### src/common/rpls_pkg.sv
// Shared constants for the reset and PLL lock sequencer.
// Assumes clk_sys is the oscillator clock, so every count is in oscillator cycles.
package rpls_pkg;

   // ==========================================================
   // Clock and reset timing
   // ==========================================================
   localparam int unsigned CLK_HZ        = 25000000;
   localparam int unsigned RST_LOW_CYC   = 8;
   localparam int unsigned WDOG_CYC      = 512;
   localparam int unsigned POST_CYC      = 32;
   localparam int unsigned BOOT_SMP_CYC  = 16;
   localparam int unsigned BOOT_HOLD_CYC = 200;
   localparam int unsigned LOCK_CYC      = 131072;

   // ==========================================================
   // Clock ratio codes, in units of half the oscillator clock
   // ==========================================================
   localparam logic [3:0] RATIO_HALF  = 4'h1;
   localparam logic [3:0] RATIO_RESET = 4'h2;
   localparam logic [3:0] RATIO_X2    = 4'h4;
   localparam logic [3:0] RATIO_X4    = 4'h8;

   // ==========================================================
   // Peripheral clock reset divisions
   // ==========================================================
   localparam logic [2:0] FAST_DIV_RST = 3'h2;
   localparam logic [2:0] SLOW_DIV_RST = 3'h4;

   // Sequencer states, one-hot.
   typedef enum logic [3:0] {
      RPLS_ST_RESET = 4'h1,
      RPLS_ST_WAIT  = 4'h2,
      RPLS_ST_RUN   = 4'h4,
      RPLS_ST_WDOG  = 4'h8
   } rpls_st_t;

endpackage : rpls_pkg

### src/hw/rpls_clkdiv.sv
// Clock enable divider: one-cycle tick every div cycles of clk_sys.
// Assumes div is at least one and is held steady while clr is low.
module rpls_clkdiv #(
   parameter int unsigned W = 3
) (
   input  wire logic         clk_sys,
   input  wire logic         rst_n,
   input  wire logic         clr,
   input  wire logic [W-1:0] div,
   output logic              tick
);
   import rpls_pkg::*;

   typedef struct packed {
      logic [W-1:0] cnt;
      logic         tick;
   } rpls_div_t;

   rpls_div_t q;
   rpls_div_t d;

   // ==========================================================
   // Next state
   // ==========================================================
   // Counts up to div minus one and pulses tick on the wrap.
   always_comb
   begin
      d = q;
      d.tick = 1'b0;
      if (clr)
      begin
         d.cnt = '0;
      end
      else if (q.cnt >= div - W'(1))
      begin
         d.cnt  = '0;
         d.tick = 1'b1;
      end
      else
      begin
         d.cnt = q.cnt + W'(1);
      end
   end

   // Register the state.
   always_ff @(posedge clk_sys or negedge rst_n)
   begin
      if (!rst_n)
      begin
         q <= '0;
      end
      else
      begin
         q <= d;
      end
   end

   assign tick = q.tick;

endmodule : rpls_clkdiv

### src/hw/rpls_top.sv
// Reset and PLL lock sequencer: reset pin filter, watchdog reset pulse,
// post-reset bus delay, boot pin capture and system clock ratio switching.
// Assumes clk_sys is the oscillator clock and the pin inputs are asynchronous.
//
// Notes on behaviour
// - A watchdog event outside reset drives the reset pin low for 512 cycles.
// - After core reset release, bus activity starts 32 cycles later.
// - A ratio write outside reset starts lock at once; system clock runs at half oscillator.
// - Lock lasts 131072 cycles, then the new ratio takes effect.
// - Ratio 0x0004 gives twice, 0x0008 four times the oscillator clock.
// - Out of reset, peripheral clocks divide system clock by two and four.
module rpls_top #(
   parameter int unsigned LOCK_CYCLES = rpls_pkg::LOCK_CYC,
   parameter int unsigned BOOT_W      = 4
) (
   input  wire logic              clk_sys,
   input  wire logic              rst_n,
   input  wire logic              device_reset_pin_i,
   output logic                   device_reset_pin_o,
   output logic                   device_reset_pin_oe,
   input  wire logic              wdog_trigger,
   input  wire logic [BOOT_W-1:0] boot_mode_pins,
   input  wire logic              pll_ratio_ctrl_wr,
   input  wire logic [3:0]        pll_ratio_ctrl_wdata,
   output logic                   core_reset_n,
   output logic                   bus_active,
   output logic [BOOT_W-1:0]      boot_mode,
   output logic                   boot_mode_valid,
   output logic [3:0]             system_clock_ratio,
   output logic                   pll_locking,
   output logic [2:0]             fast_periph_div,
   output logic [2:0]             slow_periph_div,
   output logic                   fast_periph_clock_en,
   output logic                   slow_periph_clock_en
);
   import rpls_pkg::*;

   localparam int unsigned LW = $clog2(LOCK_CYCLES);

   typedef struct packed {
      rpls_st_t          st;
      logic [2:0]        pin_s;
      logic              pin_lvl;
      logic [3:0]        low_cnt;
      logic              seen_low;
      logic [7:0]        post_cnt;
      logic [9:0]        wd_cnt;
      logic [LW-1:0]     lock_cnt;
      logic              locking;
      logic [3:0]        ratio;
      logic [3:0]        pend;
      logic              bus_act;
      logic              core_rn;
      logic [BOOT_W-1:0] boot_s0;
      logic [BOOT_W-1:0] boot_s1;
      logic [BOOT_W-1:0] boot_s2;
      logic [BOOT_W-1:0] boot;
      logic              boot_vld;
      logic              pin_oe;
      logic              pin_o;
      logic [2:0]        fast_div;
      logic [2:0]        slow_div;
   } rpls_state_t;

   rpls_state_t q;
   rpls_state_t d;
   logic        running;
   logic        warm_hit;

   // ==========================================================
   // Next state
   // ==========================================================
   // Filters the pin, sequences reset and handles the ratio switch.
   always_comb
   begin
      d = q;
      running  = (q.st == RPLS_ST_WAIT) || (q.st == RPLS_ST_RUN);
      warm_hit = 1'b0;
      // Three-stage synchronisers; a level counts once stages two and three agree.
      d.pin_s   = {q.pin_s[1:0], device_reset_pin_i};
      d.boot_s0 = boot_mode_pins;
      d.boot_s1 = q.boot_s0;
      d.boot_s2 = q.boot_s1;
      if (q.pin_s[1] == q.pin_s[2])
      begin
         d.pin_lvl = q.pin_s[1];
      end
      // Low-time filter; eight or more filtered low cycles count as a reset.
      if (!q.pin_lvl)
      begin
         if (q.low_cnt < 4'(RST_LOW_CYC - 1))
         begin
            d.low_cnt = q.low_cnt + 4'h1;
         end
         else
         begin
            d.seen_low = 1'b1;
            warm_hit   = 1'b1;
         end
      end
      else
      begin
         d.low_cnt = 4'h0;
      end
      // A ratio write restarts lock and drops to half the oscillator clock.
      if (running && pll_ratio_ctrl_wr)
      begin
         d.locking  = 1'b1;
         d.ratio    = RATIO_HALF;
         d.pend     = pll_ratio_ctrl_wdata;
         d.lock_cnt = '0;
      end
      else if (q.locking)
      begin
         if (q.lock_cnt == LW'(LOCK_CYCLES - 1))
         begin
            d.locking = 1'b0;
            d.ratio   = q.pend;
         end
         else
         begin
            d.lock_cnt = q.lock_cnt + LW'(1);
         end
      end
      case (q.st)
         RPLS_ST_RESET:
         begin
            d.core_rn = 1'b0;
            if (q.seen_low && q.pin_lvl)
            begin
               d.st       = RPLS_ST_WAIT;
               d.seen_low = 1'b0;
               d.post_cnt = 8'h00;
               d.core_rn  = 1'b1;
            end
         end
         RPLS_ST_WAIT:
         begin
            d.post_cnt = q.post_cnt + 8'h01;
            if (q.post_cnt == 8'(BOOT_SMP_CYC) && (q.boot_s1 == q.boot_s2))
            begin
               d.boot     = q.boot_s2;
               d.boot_vld = 1'b1;
            end
            if (q.post_cnt == 8'(POST_CYC - 1))
            begin
               d.st      = RPLS_ST_RUN;
               d.bus_act = 1'b1;
            end
         end
         RPLS_ST_RUN:
         begin
            d.bus_act = 1'b1;
         end
         RPLS_ST_WDOG:
         begin
            d.wd_cnt = q.wd_cnt + 10'h001;
            if (q.wd_cnt == 10'(WDOG_CYC - 1))
            begin
               d.wd_cnt   = q.wd_cnt;
               d.pin_oe   = 1'b0;
               d.st       = RPLS_ST_RESET;
               d.seen_low = 1'b1;
            end
         end
         default:
         begin
            d.st = RPLS_ST_RESET;
         end
      endcase
      // Entry into reset, by the pin or by the watchdog, restores clock defaults.
      if (running && (warm_hit || wdog_trigger))
      begin
         d.st       = RPLS_ST_RESET;
         d.core_rn  = 1'b0;
         d.bus_act  = 1'b0;
         d.boot_vld = 1'b0;
         d.locking  = 1'b0;
         d.ratio    = RATIO_RESET;
         d.fast_div = FAST_DIV_RST;
         d.slow_div = SLOW_DIV_RST;
         if (wdog_trigger)
         begin
            d.st     = RPLS_ST_WDOG;
            d.pin_oe = 1'b1;
            d.wd_cnt = 10'h000;
         end
      end
   end

   // Register the state; the pin output value is always low when enabled.
   always_ff @(posedge clk_sys or negedge rst_n)
   begin
      if (!rst_n)
      begin
         q          <= '0;
         q.st       <= RPLS_ST_RESET;
         q.ratio    <= RATIO_RESET;
         q.pend     <= RATIO_RESET;
         q.fast_div <= FAST_DIV_RST;
         q.slow_div <= SLOW_DIV_RST;
      end
      else
      begin
         q <= d;
      end
   end

   // ==========================================================
   // Peripheral clock enables
   // ==========================================================
   // Ticks at the peripheral divisions of clk_sys, halted while the core is in reset.
   rpls_clkdiv #(.W(3)) u_fast_div (
      .clk_sys (clk_sys),
      .rst_n   (rst_n),
      .clr     (!q.core_rn),
      .div     (q.fast_div),
      .tick    (fast_periph_clock_en)
   );

   rpls_clkdiv #(.W(3)) u_slow_div (
      .clk_sys (clk_sys),
      .rst_n   (rst_n),
      .clr     (!q.core_rn),
      .div     (q.slow_div),
      .tick    (slow_periph_clock_en)
   );

   // Outputs straight from the state register.
   assign device_reset_pin_o  = q.pin_o;
   assign device_reset_pin_oe = q.pin_oe;
   assign core_reset_n        = q.core_rn;
   assign bus_active          = q.bus_act;
   assign boot_mode           = q.boot;
   assign boot_mode_valid     = q.boot_vld;
   assign system_clock_ratio  = q.ratio;
   assign pll_locking         = q.locking;
   assign fast_periph_div     = q.fast_div;
   assign slow_periph_div     = q.slow_div;
endmodule : rpls_top

### config.mk
export PLATFORM = sky130hd
export DESIGN_NAME = rpls_top
export DESIGN_NICKNAME = d
export VERILOG_FILES = /design/src/common/rpls_pkg.sv /design/src/hw/rpls_clkdiv.sv /design/src/hw/rpls_top.sv
export SDC_FILE = /design/constraint.sdc
export NUM_CORES = 1
export LEC_CHECK = 0
export BUFFER_PORTS_ARGS = -buffer_cell sky130_fd_sc_hd__buf_4
export CAP_MARGIN = 5
export CORE_ASPECT_RATIO = 0.5
export CORE_MARGIN = 10
export CORE_UTILIZATION = 30
export CTS_CLUSTER_SIZE = 30
export DETAILED_ROUTE_END_ITERATION = 8
export SETUP_SLACK_MARGIN = 0.3
export SLEW_MARGIN = 5
export SYNTH_ARGS = -nofsm -noshare
export SYNTH_HDL_FRONTEND = slang
export SYNTH_SLANG_ARGS = --single-unit
### constraint.sdc
create_clock -name clk_sys -period 6.5 [get_ports clk_sys]
set_clock_uncertainty 0.15 [all_clocks]
set_input_delay 0 -clock clk_sys [delete_from_list [all_inputs] [get_ports clk_sys]]
set_output_delay 0 -clock clk_sys [all_outputs]
set_load 0.03 [all_outputs]
==> reports/metrics.csv <==
metric;value;unit
clockBufferDepth;2;
ys_seq_area_frac;0.549;
drc_errors;0;
grt_pass1_wl;12100;µm
worst_pin_slew;1.10;ns
syn_area;3880;µm²
path_clk_slew;0.06;ns
worst_ep_required_time;6.61;ns
clock_latency;0.34;ns
dpl_cell_area;4150;µm²
grt_setup_unrepaired;false;
setup-tns-final;0;ns
ys_ff_latch;85;
hold_viol_final;0;
setup_viol;0;
regArea;2130;µm²
final_util;0.365;
finalCritPeriodShare;0.443;
hpwlAfterDp;4760;µm
hp-class;input pin to register;
reg2reg_to;q[49];
multi_input_area;1540;µm²
fillerInstances;1216;
n_antenna_cell;0;
rr_startpoint;q[36];
nets;420;
whs_endpoint;system_clock_ratio[0];
cts.sinks;85;
setup_slack;3.62;ns
grt_max_degree;64;
hold-path-cell-count;3;
critPathArrivalTime;2.99;ns
status;finished clean;
dieHeight;100;µm
pre_cts_ws;3.66;ns
ys_warn_count;0;
postRouteAntennaNets;0;
core_area;12700;µm²
yosys-top-cells-count;82 x dfrtp_1, 44 x nand2_1, 20 x a21oi_1, 20 x nor2_1, 17 x o21ai_0;
dieWidth;181;µm
ys.flop_type;dfrtp_1;
power_leakage;2.12;nW
reg2reg_depth;8;
start_util;0.306;
synth.most_common_cell;dfrtp_1;
power.total;1.70;mW
cap_violations;0;
irDropWorstVdd;124;µV
maxSlewViolCount;0;
synth_cell_types;45;
grt_util_met1;0.0968;
grt_pass1_vias;2587;
place.gp.congestion;0.767;
use_met3;0.0230;
criticalPathCategory;register to register;
drt_iter0_markers;154;
htree_levels;3;
worstSetupEndpointType;register;
max-slew-margin-rel;0.255;
wl_per_cell;12.4;µm
placementRows;29;
wirelength;7070;µm
cts_tree;done;
dr_total_vias;2640;
top_usage_layer;met2;
syn_area_per_cell;10.6;µm²
drive_gt1_frac;0.137;
synth.area.top_cells;dfrtp_1 53%, nand2_1 4.3%, ha_1 3.2%, buf_4 2.9%, xnor2_1 2.7%;
grt-ovfl-total;0;
numCtsBuffers;9;
synth_top_area_share;0.529;
async_flop_share;1.00;
path_max_fanout;10;
ff2ff_setup_slack;3.62;ns
ios;35;
final_cell_area;4620;µm²
synth.largest_area_cell;dfrtp_1;
antenna_found_initial;0;
vias_per_cell;4.62;
synth_edf_count;0;
worstHoldStart;pll_ratio_ctrl_wr;
final.min_clock_period;2.88;ns
die_area;18200;µm²
area_growth;19.2;%
power-per-cell-area;368;nW/µm²
port_buffers;27;
dr.pass1.iters;4;
postCtsSetupBuffers;0;
cts_root_buf;clkbuf_16;
worstSetupStartpointType;register;
grtUsageTotal;0.0787;
cts_resized;0;
fmax;347;MHz
met2_usage;0.126;
syn_inst;367;
worst max-delay path, stage by stage, from the launching register on:
cell and delay (ns):
dfrtp_1 0.41, ha_1 0.22, nand4_1 0.16, nor4_1 0.08, ha_1 0.22, nand2b_1 0.28, or4_1 0.67, or4_1 0.44
a21oi_1 0.15
how the worst max path moves through the flow:
stage                     startpoint    end  slack [ns]  cells past startpoint
after floorplan                q[36]  q[49]        3.81                     10
after global placement         q[36]  q[51]        3.71                      8
after detailed placement       q[36]  q[51]        3.66                      8
after CTS                      q[36]  q[51]        3.62                      8
after global routing           q[36]  q[49]        3.44                      8
final                          q[36]  q[49]        3.62                      8
cells by family after synthesis:
family	count (synthesis)	synth area share
AOI/OAI and AO/OA	60	0.0929
xor gates and xnor gates	16	0.0361
adders and majority gates	11	0.0348
buffers and inverters	40	0.0574
DFF	85	0.549
muxes	12	0.0361
other	2	0.00194
and+or+nand+nor	141	0.191
cell type report:
| type | instances | share of cell area |
|---|---|---|
| Multi-Input combinational cell | 247 | 0.334 |
| Tap cell | 170 | 0.0460 |
| Timing Repair Buffer | 41 | 0.0731 |
| Clock inverter | 5 | 0.0230 |
| Inverter | 13 | 0.0106 |
| Clock buffer | 11 | 0.0525 |
| Sequential cell | 85 | 0.461 |
registers in the layout, indices dropped and copies added, names as in the netlist:
signal,count
q,54
d,10
boot_mode,4
system_clock_ratio,4
u_fast_div.q,3
u_slow_div.q,3
boot_mode_valid,1
bus_active,1
core_reset_n,1
device_reset_pin_oe,1
pll_locking,1
u_fast_div.tick,1
u_slow_div.tick,1
report_power, final:
group	internal, mW	switching (mW)
sequential	0.657	0.119
clock	0.387	0.207
combinational	0.144	0.185
repair_timing:
action                     CTS  global route
setup endpoints to repair    0             0
hold endpoints to repair    32             0
hold buffers                12             0
metal layers:
layer  wire, µm  part of all wire
met5          0                 0
met4        125             0.018
met3        198             0.028
met2       3250              0.46
met1       3500              0.50
cell usage in the layout (no fill, tap or decap), drive strengths merged, types with 4 or more instances in the layout:
cell type and n:
dfrtp 82, buf 29, nor2 20, or4 6
mux2 4, nor4 7, nand4 6, and3 10
xor2 4, or3 7, ha 10, clkbuf 11
o31ai 8, o21ai 17, inv 14, mux2i 8
nor4b 5, nor2b 5, conb 7, xnor2 12
nor3 5, a21oi 20, o211ai 4, nand2 44
dlygate4sd3 12, nand3 12
stage by stage:
step,hold slack [ns],cells
after floorplan,-0.446,372
after global placement,-0.235,544
after detailed placement,-0.233,544
after CTS,0.00281,572
after global routing,0.0530,572
final,0.0121,572
No activity file was read; power rests on OpenSTA's default activity.
